File: config.mk
export PLATFORM = sky130hd
export DESIGN_NAME = etp_timer
export DESIGN_NICKNAME = d
export VERILOG_FILES = /design/src/etp_reg_store.v /design/src/etp_timer.v
export VERILOG_INCLUDE_DIRS = /design/src /design/src/shared
export SDC_FILE = /design/constraint.sdc
export NUM_CORES = 1
export LEC_CHECK = 0
export ABC_CLOCK_PERIOD_IN_PS = 3700
export BUFFER_PORTS_ARGS = -buffer_cell sky130_fd_sc_hd__clkbuf_2
export CELL_PAD_IN_SITES_DETAIL_PLACEMENT = 1
export CELL_PAD_IN_SITES_GLOBAL_PLACEMENT = 2
export CORE_MARGIN = 4
export CORE_UTILIZATION = 32
export CTS_BUF_LIST = sky130_fd_sc_hd__clkbuf_16
export CTS_CLUSTER_SIZE = 12
export DETAILED_ROUTE_END_ITERATION = 16
export GPL_ROUTABILITY_DRIVEN = 0
export PLACE_DENSITY = 0.81
export SKIP_CTS_REPAIR_TIMING = 1
export SYNTH_ARGS = -nofsm -noshare
export SYNTH_HDL_FRONTEND = slang
export SYNTH_HIERARCHICAL = 1
export SYNTH_SLANG_ARGS = --single-unit
File: constraint.sdc
create_clock -name clk_sys -period 3.7 [get_ports clk_sys]
set_input_delay 0.37 -clock clk_sys [delete_from_list [all_inputs] [get_ports clk_sys]]
set_output_delay 0.37 -clock clk_sys [all_outputs]
set_load 0.02 [all_outputs]
File: src/shared/etp_defs.vh
// Register map, field positions and reset values of the 8-bit timer/PWM block.
// Included by the timer top and its register store; holds definitions only.
`ifndef ETP_DEFS_VH
`define ETP_DEFS_VH

// ----------------------------------------------------------------
// Register word addresses (byte address = 4 * word index)
// ----------------------------------------------------------------
`define ETP_IDX_MODE       4'h0
`define ETP_IDX_COUNT      4'h1
`define ETP_IDX_RELOAD     4'h2
`define ETP_IDX_IRQ        4'h3
`define ETP_ADDR_W         4

// ----------------------------------------------------------------
// Mode register fields
// ----------------------------------------------------------------
`define ETP_BIT_PWM_EN     0
`define ETP_BIT_TOGGLE_EN  1
`define ETP_BIT_RELOAD_EN  2
`define ETP_BIT_CLK_SRC    3
`define ETP_RATE_LSB       4
`define ETP_RATE_MSB       6
`define ETP_BIT_COUNT_EN   7

// ----------------------------------------------------------------
// Interrupt register fields
// ----------------------------------------------------------------
`define ETP_BIT_IRQ_FLAG   0
`define ETP_BIT_IRQ_EN     1

// ----------------------------------------------------------------
// Reset values and constants
// ----------------------------------------------------------------
`define ETP_MODE_RST       8'h00
`define ETP_COUNT_RST      8'h00
`define ETP_RELOAD_RST     8'h00
`define ETP_COUNT_MAX      8'hFF
`define ETP_IRQ_VECTOR     8'h08
`define ETP_MASK_256       8'hFF
`define ETP_MASK_64        8'h3F
`define ETP_MASK_32        8'h1F
`define ETP_MASK_16        8'h0F

`endif

File: src/etp_reg_store.v
// Small register store for the timer: mode word and reload word.
// Assumes a single clock and a synchronous active-low reset from the top.
`timescale 1ns/1ps
`default_nettype none
`include "etp_defs.vh"

module etp_reg_store (
  input  wire       clk_sys,
  input  wire       rstn,
  input  wire       ce,
  input  wire       wr_mode,
  input  wire       wr_reload,
  input  wire       clr_enable,
  input  wire [7:0] wdata,
  output reg  [7:0] mode_q,
  output reg  [7:0] reload_q
);

  // ----------------------------------------------------------------
  // Storage
  // ----------------------------------------------------------------
  always @(posedge clk_sys) begin
    if (!rstn) begin
      mode_q   <= `ETP_MODE_RST;
      reload_q <= `ETP_RELOAD_RST;
    end else if (ce) begin
      if (wr_mode)
        mode_q <= wdata;
      else if (clr_enable)
        mode_q[`ETP_BIT_COUNT_EN] <= 1'b0;
      if (wr_reload)
        reload_q <= wdata;
    end
  end

endmodule // etp_reg_store
`default_nettype wire

File: src/etp_timer.v
// 8-bit timer/counter with prescaler, event count, buzzer toggle and PWM.
// Assumes an Avalon-MM master on clk_sys and an asynchronous event pin.
//
// Overview of operation
// - Clearing count enable stops counting, buzzer toggling and PWM output.
// - Software clears the irq flag by writing zero; clears enable to mask.
// - Prescale select is the three-bit field in mode bits 4 to 6.
// - Clock source clear uses prescaled clock; set counts pin events.
// - PWM boundary 0..255 for reload/toggle 00, 0..63 for 01.
// - PWM boundary 0..31 for reload/toggle 10, 0..15 for 11.
// - Counter is writable; reload value used in auto-reload and PWM.
// - Reload enable, toggle enable and PWM enable select the function.
// - Counter leaving 0xFF for another value sets the irq flag, always.
// - Flag set then enable set requests interrupt next cycle, vector 8.
// - Prescale 000 divides by 256, halving to 111 dividing by 2.
// - Auto-reload copies the reload value into the counter on overflow.
// - Buzzer toggles once per interval, giving half the timer frequency.
// - PWM goes low at counter equal reload, high at counter zero.
//
// Added by the designer: the Avalon-MM slave port and the register addresses.
`timescale 1ns/1ps
`default_nettype none
`include "etp_defs.vh"

module etp_timer #(
  parameter PRESCALE_W = 8
) (
  input  wire                    clk_sys,
  input  wire                    rstn,
  input  wire                    ce,
  input  wire [`ETP_ADDR_W-1:0]  avs_address,
  input  wire                    avs_read,
  input  wire                    avs_write,
  input  wire [31:0]             avs_writedata,
  output reg  [31:0]             avs_readdata,
  output reg                     avs_waitrequest,
  input  wire                    event_pin,
  output reg                     timer_out,
  output reg                     timer_out_en,
  output reg                     irq_req,
  output reg  [7:0]              irq_vector
);

  // ----------------------------------------------------------------
  // Helpers
  // ----------------------------------------------------------------
  function [7:0] bound_mask;
    input pwm;
    input rld;
    input tog;
    begin
      if (!pwm)
        bound_mask = `ETP_MASK_256;
      else if (!rld && !tog)
        bound_mask = `ETP_MASK_256;
      else if (!rld && tog)
        bound_mask = `ETP_MASK_64;
      else if (rld && !tog)
        bound_mask = `ETP_MASK_32;
      else
        bound_mask = `ETP_MASK_16;
    end
  endfunction

  // ----------------------------------------------------------------
  // Register bus: one wait cycle, answer on the second edge
  // ----------------------------------------------------------------
  wire        req       = avs_read | avs_write;
  wire        acc       = req & ~avs_waitrequest;
  wire        wr_acc    = acc & avs_write;
  wire        wr_mode   = wr_acc && (avs_address == `ETP_IDX_MODE);
  wire        wr_count  = wr_acc && (avs_address == `ETP_IDX_COUNT);
  wire        wr_reload = wr_acc && (avs_address == `ETP_IDX_RELOAD);
  wire        wr_irq    = wr_acc && (avs_address == `ETP_IDX_IRQ);
  wire [7:0]  wdata     = avs_writedata[7:0];

  reg  [7:0]  count_reg;
  reg  [7:0]  count_next;
  reg         irq_flag_reg;
  reg         irq_en_reg;
  reg  [PRESCALE_W-1:0] pre_reg;
  reg         pin_s1_reg;
  reg         pin_s2_reg;
  reg         pin_d_reg;
  reg         pwm_lvl_reg;
  reg         tog_reg;
  wire [7:0]  mode_q;
  wire [7:0]  reload_q;

  etp_reg_store u_store (
    .clk_sys    (clk_sys),
    .rstn       (rstn),
    .ce         (ce),
    .wr_mode    (wr_mode),
    .wr_reload  (wr_reload),
    .clr_enable (1'b0),
    .wdata      (wdata),
    .mode_q     (mode_q),
    .reload_q   (reload_q)
  );

  wire        pwm_en    = mode_q[`ETP_BIT_PWM_EN];
  wire        tog_en    = mode_q[`ETP_BIT_TOGGLE_EN];
  wire        rld_en    = mode_q[`ETP_BIT_RELOAD_EN];
  wire        src_ext   = mode_q[`ETP_BIT_CLK_SRC];
  wire [2:0]  rate      = mode_q[`ETP_RATE_MSB:`ETP_RATE_LSB];
  wire        run       = mode_q[`ETP_BIT_COUNT_EN];
  wire [7:0]  mask      = bound_mask(pwm_en, rld_en, tog_en);

  always @(posedge clk_sys) begin
    if (!rstn) begin
      avs_waitrequest <= 1'b1;
      avs_readdata    <= 32'h0000_0000;
    end else if (ce) begin
      avs_waitrequest <= ~(req & avs_waitrequest);
      if (req && avs_waitrequest && avs_read) begin
        if (avs_address == `ETP_IDX_MODE)
          avs_readdata <= {24'h00_0000, mode_q};
        else if (avs_address == `ETP_IDX_COUNT)
          avs_readdata <= {24'h00_0000, count_reg};
        else if (avs_address == `ETP_IDX_IRQ)
          avs_readdata <= {30'h0000_0000, irq_en_reg, irq_flag_reg};
        else
          avs_readdata <= 32'h0000_0000;  // Reload is write-only; unmapped reads zero
      end
    end
  end

  // ----------------------------------------------------------------
  // Tick sources
  // ----------------------------------------------------------------
  // Pin passes two flops before the edge detector looks at it
  always @(posedge clk_sys) begin
    if (!rstn) begin
      pin_s1_reg <= 1'b0;
      pin_s2_reg <= 1'b0;
      pin_d_reg  <= 1'b0;
      pre_reg    <= {PRESCALE_W{1'b0}};
    end else if (ce) begin
      pin_s1_reg <= event_pin;
      pin_s2_reg <= pin_s1_reg;
      pin_d_reg  <= pin_s2_reg;
      if (run)
        pre_reg <= pre_reg + 1'b1;
      else
        pre_reg <= {PRESCALE_W{1'b0}};
    end
  end

  // Rate 000 needs all 8 bits wrapping (/256); 111 needs bit 0 (/2)
  // Shift of 8 for rate 000 needs four bits; a 3-bit sum would wrap to zero
  wire [3:0]  shamt     = 4'h8 - {1'b0, rate};
  wire [PRESCALE_W-1:0] pre_lo_mask = ~({PRESCALE_W{1'b1}} << shamt);
  wire        int_tick  = ((pre_reg & pre_lo_mask) == pre_lo_mask);
  wire        ext_tick  = pin_s2_reg & ~pin_d_reg;
  wire        tick      = run & (src_ext ? ext_tick : int_tick);
  wire [7:0]  bounded   = count_reg & mask;
  wire        at_top    = (bounded == mask);
  wire        overflow  = tick & at_top;

  // ----------------------------------------------------------------
  // Counter
  // ----------------------------------------------------------------
  always @* begin
    count_next = count_reg;
    if (wr_count)
      count_next = wdata;
    else if (overflow) begin
      if (rld_en && !pwm_en)
        count_next = reload_q;
      else
        count_next = count_reg & ~mask;
    end else if (tick)
      count_next = count_reg + 8'h01;
  end

  // Leaving 0xFF is seen on every path, written or counted
  wire leave_ff  = (count_reg == `ETP_COUNT_MAX) && (count_next != `ETP_COUNT_MAX);
  wire set_flag  = leave_ff | overflow;

  always @(posedge clk_sys) begin
    if (!rstn) begin
      count_reg    <= `ETP_COUNT_RST;
      irq_flag_reg <= 1'b0;
      irq_en_reg   <= 1'b0;
      irq_req      <= 1'b0;
      irq_vector   <= 8'h00;
    end else if (ce) begin
      count_reg <= count_next;
      if (set_flag)
        irq_flag_reg <= 1'b1;
      else if (wr_irq && !wdata[`ETP_BIT_IRQ_FLAG])
        irq_flag_reg <= 1'b0;
      if (wr_irq)
        irq_en_reg <= wdata[`ETP_BIT_IRQ_EN];
      irq_req    <= irq_flag_reg & irq_en_reg;
      irq_vector <= `ETP_IRQ_VECTOR;
    end
  end

  // ----------------------------------------------------------------
  // Output pin: PWM has priority over the buzzer toggle
  // ----------------------------------------------------------------
  wire [7:0] cnt_b = count_next & mask;
  wire [7:0] rld_b = reload_q & mask;

  always @(posedge clk_sys) begin
    if (!rstn) begin
      pwm_lvl_reg  <= 1'b0;
      tog_reg      <= 1'b0;
      timer_out    <= 1'b0;
      timer_out_en <= 1'b0;
    end else if (ce) begin
      if (!run) begin
        pwm_lvl_reg <= 1'b0;
      end else if (cnt_b == rld_b) begin
        pwm_lvl_reg <= 1'b0;
      end else if (cnt_b == 8'h00) begin
        pwm_lvl_reg <= 1'b1;
      end
      if (overflow && tog_en && !pwm_en)
        tog_reg <= ~tog_reg;
      // Stopped: buzzer and PWM both hold low, pin still owned by the block
      timer_out_en <= pwm_en | tog_en;
      if (!run)
        timer_out <= 1'b0;
      else if (pwm_en)
        timer_out <= pwm_lvl_reg;
      else if (tog_en)
        timer_out <= tog_reg;
      else
        timer_out <= 1'b0;
    end
  end

endmodule // etp_timer
`default_nettype wire

* Word level (Yosys, flattened, before mapping)
Index checks and enable logic that the tools add are counted.
** Cells by class
- Add/subtract/negate cells :: 3
- Eq/ne operators :: 9
- Shifts and indexed selects :: 1
- Multiplexer cells :: 21
- Bitwise logic cells :: 21
- Reduce and logical (&&, ||, !) cells :: 28
** Operators with widths (count)
- $mux 8 :: 9
- $and 8x8->8 :: 5
- $eq 8x8->1 :: 3
- $add 8x1->8 const B :: 2
- $not 8->8 :: 2
- $logic_and 1x1->1 :: 14
- $reduce_and 2->1 :: 7
- $mux 1 :: 9
- $eq 4x2->1 const B :: 2
- $eq 8x8->1 const B :: 1
- $logic_not 8->1 :: 1
- $ne 8x8->1 const B :: 1
- $shl 8x4->8 const A :: 1
- $and 1x1->1 :: 7
- $mux 6 :: 1
- $mux 5 :: 1
- $eq 4x1->1 const B :: 1
- $logic_not 1->1 :: 4
- $logic_not 4->1 :: 1
- $not 1->1 :: 4
- $sub 4x3->4 const A :: 1
- $ne 3x3->1 const B :: 1
- $or 1x1->1 :: 3
- $mux 2 :: 1
- $reduce_bool 2->1 :: 1
** Word-level totals
- Flip-flop bits (word level) :: 76
- Bits of input ports :: 42
- Output and inout bits :: 44
- Word-level logic and storage cells :: 100

* Longest topological paths before layout
Gate-level depths: netlist (run 1).
- Word-level depth :: 16
- Gate-level depth with buffers :: 12
- Depth with buffers taken out :: 11

* Cells and area by module
Netlist (run 1), hierarchy kept.
** By module, submodules not included
- etp_timer :: instances 1, cells an instance 389, area each 3054.2 µm², sequential area each 720.7 µm²
- etp_reg_store :: instances 1, cells an instance 74, area each 745.7 µm², sequential area each 320.3 µm²

* Worst setup path before layout (run 1)
Ideal clock, no wire load.
- Path kind :: reg2reg
- From :: reg u_store.mode_q[5]
- To :: reg pwm_lvl_reg
- Library setup time :: 0.126 ns
- Arrival time :: 2.598 ns
- Required time :: 3.574 ns
- Setup slack :: 0.975 ns
- Stages on the path, launching flop included :: 12
- Buffers on the path :: 0
- Period minus slack after synthesis :: 2.725 ns
- Cells stage by stage :: dfxtp_1 -> inv_1 -> ha_1 -> nor2b_1 -> nor3_1 -> a211oi_2 -> o31a_4 -> mux2_4 -> mux2_4 -> a22o_1 -> a211oi_2 -> a31oi_1
** On the way
- Longest elaborated chain between the ends :: 14
- Elaborated cells between the ends (all ways) :: 18
- Classes of those cells :: 1 x add/sub; 3 x eq/ne; 1 x shift; 6 x mux; 5 x bitwise; 2 x reduce/logical
** RTL lines
- from (decl) :: RTL line etp_reg_store.v:15 : output reg [7:0] mode_q,
- from (signal assigned) :: RTL line etp_reg_store.v:24 : mode_q <= `ETP_MODE_RST;
- from (signal assigned) :: RTL line etp_reg_store.v:28 : mode_q <= wdata;
- $sub 4x3->4 * :: RTL line etp_timer.v:152 : wire [3:0] shamt = 4'h8 - {1'b0, rate};
- $shl 8x4->8 * :: RTL line etp_timer.v:153 : wire [PRESCALE_W-1:0] pre_lo_mask = ~({PRESCALE_W{1'b1}} << shamt);
- $not 8->8 * :: RTL line etp_timer.v:153
- $and 8x8->8 :: RTL line etp_timer.v:154 : wire int_tick = ((pre_reg & pre_lo_mask) == pre_lo_mask);
- $eq 8x8->1 * :: RTL line etp_timer.v:154
- $mux 1 * :: RTL line etp_timer.v:156 : wire tick = run & (src_ext ? ext_tick : int_tick);
- $and 1x1->1 * :: RTL line etp_timer.v:156
- $mux 8 or $and 1x1->1 (tied branches) :: RTL line etp_timer.v:173, etp_timer.v:159
- $mux 8 * :: RTL line etp_timer.v:168 : else if (overflow) begin
- $mux 8 * :: RTL line etp_timer.v:166 : if (wr_count)
- $and 8x8->8 * :: RTL line etp_timer.v:204 : wire [7:0] cnt_b = count_next & mask;
- $eq 8x8->1 or $logic_not 8->1 (tied branches) :: RTL line etp_timer.v:216, etp_timer.v:218
- $ne 3x3->1 (no line) or $mux 1 (tied branches)
- $reduce_and 2->1 (no line) or $mux 1 (tied branches)
- to (signal assigned) :: RTL line etp_timer.v:215 : pwm_lvl_reg <= 1'b0;
- to (signal assigned) :: RTL line etp_timer.v:217 : pwm_lvl_reg <= 1'b0;
- to (signal assigned) :: RTL line etp_timer.v:219 : pwm_lvl_reg <= 1'b1;
- to (decl) :: RTL line etp_timer.v:85 : reg pwm_lvl_reg;
Every way passes the cells marked *; elsewhere a longest branch is shown, timed or not.
A chain may end at the register's enable or synchronous reset.

* Worst setup path in the final report (run 1)
- From :: reg u_store.mode_q[4]
- To :: reg irq_flag_reg
** On the way
- Longest elaborated chain between the ends :: 15
- Elaborated cells between the ends (all ways) :: 17
- Classes of those cells :: 1 x add/sub; 2 x eq/ne; 1 x shift; 5 x mux; 5 x bitwise; 3 x reduce/logical
** RTL lines
- $sub 4x3->4 * :: RTL line etp_timer.v:152
- $shl 8x4->8 * :: RTL line etp_timer.v:153
- $not 8->8 * :: RTL line etp_timer.v:153
- $and 8x8->8 :: RTL line etp_timer.v:154
- $eq 8x8->1 * :: RTL line etp_timer.v:154
- $mux 1 * :: RTL line etp_timer.v:156
- $and 1x1->1 * :: RTL line etp_timer.v:156
- $mux 8 or $and 1x1->1 (tied branches) :: RTL line etp_timer.v:173, etp_timer.v:159
- $mux 8 :: RTL line etp_timer.v:168
- $mux 8 :: RTL line etp_timer.v:166
- $ne 8x8->1 (no line)
- $logic_and 1x1->1 :: RTL line etp_timer.v:178 : wire leave_ff = (count_reg == `ETP_COUNT_MAX) && (count_next != `ETP_COUNT_MAX);
- $or 1x1->1 * :: RTL line etp_timer.v:179 : wire set_flag = leave_ff | overflow;
- $reduce_bool 2->1 (no line)
- $reduce_and 2->1 (no line)
- to (signal assigned) :: RTL line etp_timer.v:184 : irq_flag_reg <= 1'b0;
- to (signal assigned) :: RTL line etp_timer.v:191 : irq_flag_reg <= 1'b1;
- to (signal assigned) :: RTL line etp_timer.v:193 : irq_flag_reg <= 1'b0;
- to (decl) :: RTL line etp_timer.v:79 : reg irq_flag_reg;
Marked as above.

==> results of run 1 <==
[final timing paths]
check                          from       endpoint  slack [ns]  cells past startpoint
hold / removal            event_pin     pin_s1_reg        0.34                      3
setup / recovery  u_store/mode_q[4]   irq_flag_reg        0.40                     10
hold reg to reg       irq_vector[3]  irq_vector[3]        0.45                      1
setup reg to reg  u_store/mode_q[4]   irq_flag_reg        0.40                     10
[worst max-delay path: cells and delay by family, from the launching register on]
family                     cells  cell delay (ns)
AOI/OAI and AO/OA              5             1.66
buffers and inverters          1             0.09
and+or+nand+nor                3             0.64
adders and majority gates      1             0.35
DFF                            1             0.38
[power by group through the flow]
stage	clock (mW)	sequential [mW]	combinational [mW]
after floorplan	0	0.587	0.120
after global placement	0	0.589	0.133
after detailed placement	0	0.589	0.135
after CTS	0.551	0.576	0.135
after global routing	0.574	0.577	0.149
final	0.540	0.576	0.136
[synth_stat cells, types with 3 or more instances]
library cell and count:
a211oi_1 4, a21bo_1 4, a21bo_2 11, a21boi_0 3, a21oi_1 23, a21oi_2 5
a221oi_1 3, a22oi_1 9, a31oi_1 6, and3_1 9, buf_2 4, buf_4 35
buf_6 4, clkbuf_1 10, clkbuf_8 4, dfxtp_1 52, ha_1 4, inv_1 12
mux2_2 8, mux2i_1 11, nand2_1 42, nand3_1 28, nand4_1 6, nor2_1 27
nor2b_1 19, nor3_1 13, nor3b_1 4, nor4_1 6, o211a_1 3, o21a_1 4
o21ai_0 20, o31ai_1 4, xor2_1 9
[per-layer routing]
layer,vias to the layer above,routed length [um]
met5,-,0
met4,0,95
met3,10,618
met2,95,5440
met1,1715,5640
li1,1660,-
[metrics by stage]
step / setup WS (ns) / instances / util [%]
after floorplan: 0.975 / 494 / -
final: 0.402 / 627 / 35.2
after global routing: 0.169 / 627 / 35.2
after global placement: 0.527 / 619 / 33.8
after CTS: 0.443 / 627 / 35.2
after detailed placement: 0.496 / 619 / 33.8
[kinds of logic after synthesis]
group / count (synthesis) / synth area share, %
mux: 21 / 6.06
compound gates: 133 / 27.1
flops: 52 / 27.4
other cells: 1 / 0.0987
fa+ha+maj: 4 / 1.32
xor+xnor: 11 / 2.54
buf+inv: 74 / 13.5
simple gates: 167 / 22.0
[cell type report]
type,instances,area [sq um],area share [%]
sequential,52,1040,25.7
multi-input combinational,368,2370,58.4
clock buffer,5,125,3.08
clock inverter,3,42.5,1.05
timing repair buffer,44,255,6.29
tap,143,179,4.41
inverter,12,45.0,1.11
==> flow_summary.ini, run 1 <==
[global_route]
use_met3_pct = 3.50
grt-ovfl-total = 0
grt_pass1_vias = 3451
antenna_found_initial = 0
gr-usage-met2_pct = 27.7
busiest_layer = met2
grtUsageMet1_pct = 25.0
grt_max_degree = 33
grt_usage_pct = 17.4
grt_pass1_wl_um = 18700

[floorplan]
row_count = 39
core_area_sq_um = 11500
pin_count = 86
fp.dieArea_sq_um = 13700
initial_utilization_pct = 33.0
die_y_um = 117
die_x_um = 117

[finish]
final_common_cell = dfxtp_1
layout.nets = 529
postLayoutCellArea_sq_um = 4060
area_growth_pct = 6.78
final_cell_mix = dfxtp_1 (52), nand2_1 (42), conb_1 (32), clkbuf_2 (30), nand3_1 (28)
diodes = 0
nFillCells = 1429
drive_gt1_share_pct = 19.0

[synthesis]
syn_area_per_cell_sq_um = 8.21
synth_edf_count = 0
synth_area_sq_um = 3800
synth_cell_type_count = 74
seq_area_frac_synth_pct = 27.4
synth_top_flop_cell = dfxtp_1
ys_ff_latch = 52
yosys_warnings = 6
yosysTopAreaCellShare_pct = 27.4
synth.largest_area_cell = dfxtp_1
syn_inst = 463
synth_area_leaders = dfxtp_1 (27%), buf_4 (6.9%), nand2_1 (4.1%)
synthArstFlopShare_pct = 0

[timing]
layout_min_cycle_time_ns = 3.30
worst_slew_pin_slew_ns = 0.981
setup_viol = 0
finalMaxSlewViolations = 0
fmax_ghz = 0.303
fin_worst_skew_ns = 0.00683
slew_headroom_pct = 34.3
finalHoldViolations = 0
fin_crit_sh_pct = 89.1
rsz0062_at_grt = false
whs_ns = 0.337
tns_ns = 0

[placed_design]
dp_hpwl_um = 8900
portBuffers = 30
place_area_sq_um = 3890

[power_and_ir_drop]
pwr-share-clk_pct = 43.1
switching_share_pct = 26.2
ir_drop_mv = 0.166
comb_power_share_pct = 10.9
p_switching_mw = 0.328
p_leak_nw = 1.56
power.internal_mw = 0.924
powerDensity_nw_per_um2 = 309
power.total_mw = 1.25
power_frac_seq_pct = 46.0

[worst_setup_path]
required_ns = 3.84
cp_slowest_stage_delay_ns = 0.66
crit_path_end_kind = flip-flop
worstPathMaxFanout = 15
cp-start-kind = flip-flop
path_class = reg -> reg
crit_arrival_ns = 3.44
path_cells = inv_1 > ha_1 > a2111oi_4 > nand2_2 > o31ai_4 > nand2_1 > o21ai_0 > o221a_2 > and3_1 > a41oi_1
crit_slowest_cell = o31ai_4

[routing]
drt_iter0_markers = 249
postRouteAntennaNets = 0
first_pass_iters = 5
routed_wl_um = 11800
via_per_inst = 5.55
route.detailed.drc = 0
vias = 3480
wl_per_cell_um = 18.8

[clock_tree]
cts_tree = done
cts_buffers = 5
htree_levels = 2
clk_latency_ns = 0.30
clkSlewWorstSetupHoldPaths_ns = 0.07
cts_root_buffer = clkbuf_16
clockBufferDepth = 2
cts.sinks = 52

[job]
cap_violations = 0

[min_path]
hold_class = in -> reg

[run_status]
run_status = finished clean
No activity file was read; power rests on OpenSTA's default activity.
==> run 2, diff against run 1 <==
--- a/config.mk
+++ b/config.mk
@@ -7,10 +7,10 @@
 export NUM_CORES = 1
 export LEC_CHECK = 0
 export ABC_CLOCK_PERIOD_IN_PS = 3700
-export BUFFER_PORTS_ARGS = -buffer_cell sky130_fd_sc_hd__clkbuf_2
+export BUFFER_PORTS_ARGS = -buffer_cell sky130_fd_sc_hd__buf_2
 export CELL_PAD_IN_SITES_DETAIL_PLACEMENT = 1
 export CELL_PAD_IN_SITES_GLOBAL_PLACEMENT = 2
-export CORE_MARGIN = 4
+export CORE_MARGIN = 10
 export CORE_UTILIZATION = 32
 export CTS_BUF_LIST = sky130_fd_sc_hd__clkbuf_16
 export CTS_CLUSTER_SIZE = 12
==> flow_summary.ini, run 2 (synthesis gave the netlist of run 1 again) <==
[placed_design]
portBuffers = 30
dp_hpwl_um = 9410
place_inst = 619
place_area_sq_um = 3890

[finish]
multi_input_area_sq_um = 2370
final_cell_mix = dfxtp_1 (52), nand2_1 (42), conb_1 (32), buf_2 (30), nand3_1 (28)
postLayoutCellArea_sq_um = 4040
layout.nets = 529
final_common_cell = dfxtp_1
nFillCells = 1430
instances_no_fill = 627
area_growth_pct = 6.19
ff_latch_area_sq_um = 1040
diodes = 0
drive_gt1_share_pct = 18.8

[clock_tree]
clk_latency_ns = 0.30
cts.sinks = 52
clkSlewWorstSetupHoldPaths_ns = 0.08
cts_buffers = 5
cts_root_buffer = clkbuf_16
cts_tree = done
htree_levels = 2
clockBufferDepth = 2

[timing]
layout_min_cycle_time_ns = 3.30
finalMaxSlewViolations = 0
tns_ns = 0
worst_slew_pin_slew_ns = 1.02
whs_ns = 0.343
finalHoldViolations = 0
fin_worst_skew_ns = 0.0116
rsz0062_at_grt = false
fmax_ghz = 0.303
fin_crit_sh_pct = 89.3
setup_viol = 0
slew_headroom_pct = 31.9

[worst_setup_path]
cp_num_buf_inv = 1
path_class = reg -> reg
reg2reg_slack_ns = 0.40
cp-start-kind = flip-flop
rr_endpoint = pwm_lvl_reg
reg2reg_from = u_store/mode_q[4]
path_cells = inv_1 > ha_1 > a2111oi_4 > nand2_2 > o31ai_4 > mux2i_1 > o21ai_0 > nor4_1 > a31oi_1 > a31oi_1
crit_path_end_kind = flip-flop
required_ns = 3.92
cp_slowest_stage_delay_ns = 0.65
cp_top_family = compound AO/OA/AOI/OAI gates
crit_top_cell = a31oi_1
worst-path-stages = 10
crit_slowest_cell = o31ai_4
worstPathMaxFanout = 15
startpoint = u_store/mode_q[4]
crit_arrival_ns = 3.52
worstRegToRegCells = 10
crit_path_end = pwm_lvl_reg

[power_and_ir_drop]
switching_share_pct = 27.9
powerDensity_nw_per_um2 = 294
power_frac_seq_pct = 48.5
power.internal_mw = 0.856
pwr-share-clk_pct = 39.8
ir_drop_mv = 0.179
comb_power_share_pct = 11.7
p_leak_nw = 1.56
p_switching_mw = 0.331

[global_route]
grt-ovfl-total = 0
antenna_found_initial = 0
grt_usage_pct = 14.6
grt_pass1_vias = 3599
grt_pass1_wl_um = 19700
grt_max_degree = 33

[routing]
first_pass_iters = 5
drt_iter0_markers = 209
routed_wl_um = 12300
postRouteAntennaNets = 0
via_per_inst = 5.54
vias = 3472
wl_per_cell_um = 19.6
route.detailed.drc = 0

[floorplan]
core_area_sq_um = 11500
die_y_um = 129
initial_utilization_pct = 33.0
row_count = 39
die_x_um = 129
pin_count = 86
fp.dieArea_sq_um = 16600

[run_status]
run_status = finished clean

[job]
cap_violations = 0

[min_path]
hold_class = in -> reg
==> run 2: cell type report <==
cell class	instances	area share, %
clock inverter	3	0.496
multi-input combinational	368	58.7
clock buffer	5	3.10
tap	143	4.43
sequential	52	25.8
timing repair buffer	44	6.33
inverter	12	1.12
==> run 2: per-stage QoR <==
stage | power, mW | util [%] | setup slack, ns
finish | 1.19 | 35.0 | 0.395
global route | 1.24 | 35.0 | 0.165
CTS | 1.20 | 35.0 | 0.420
detailed placement | 0.725 | 33.8 | 0.489
global placement | 0.722 | 33.8 | 0.569
floorplan | 0.707 | - | 0.975
==> run 2: layer usage <==
layer	vias to the layer above	GRT usage [%]	part of all wire, %
met3	18	2.67	5.1
met4	0	3.81	1.4
li1	1662	-	-
met2	106	24.1	47
met1	1686	19.2	47
met5	-	0	0
==> run 2: worst min-delay path, stage by stage <==
cell and delay, ns:
buf_2 0.07, mux2i_1 0.05, nor2b_1 0.10
==> run 2: power groups by stage <==
stage | Clock (mW) | Sequential [mW] | Combinational (mW)
4_1_cts | 0.484 | 0.576 | 0.136
5_1_grt | 0.512 | 0.577 | 0.150
3_5_place_dp | 0 | 0.589 | 0.136
2_1_floorplan | 0 | 0.587 | 0.120
6_report | 0.473 | 0.576 | 0.138
3_3_place_gp | 0 | 0.589 | 0.133
==> run 2: worst min path at each step <==
stage,startpoint,to,slack (ns),cells past startpoint
3_5_place_dp,irq_vector[3],irq_vector[3],0.44,1
3_3_place_gp,irq_vector[3],irq_vector[3],0.43,1
2_1_floorplan,u_store/mode_q[7],u_store/mode_q[7],0.45,2
4_1_cts,event_pin,pin_s1_reg,0.35,3
6_report,event_pin,pin_s1_reg,0.34,3
5_1_grt,event_pin,pin_s1_reg,0.36,3
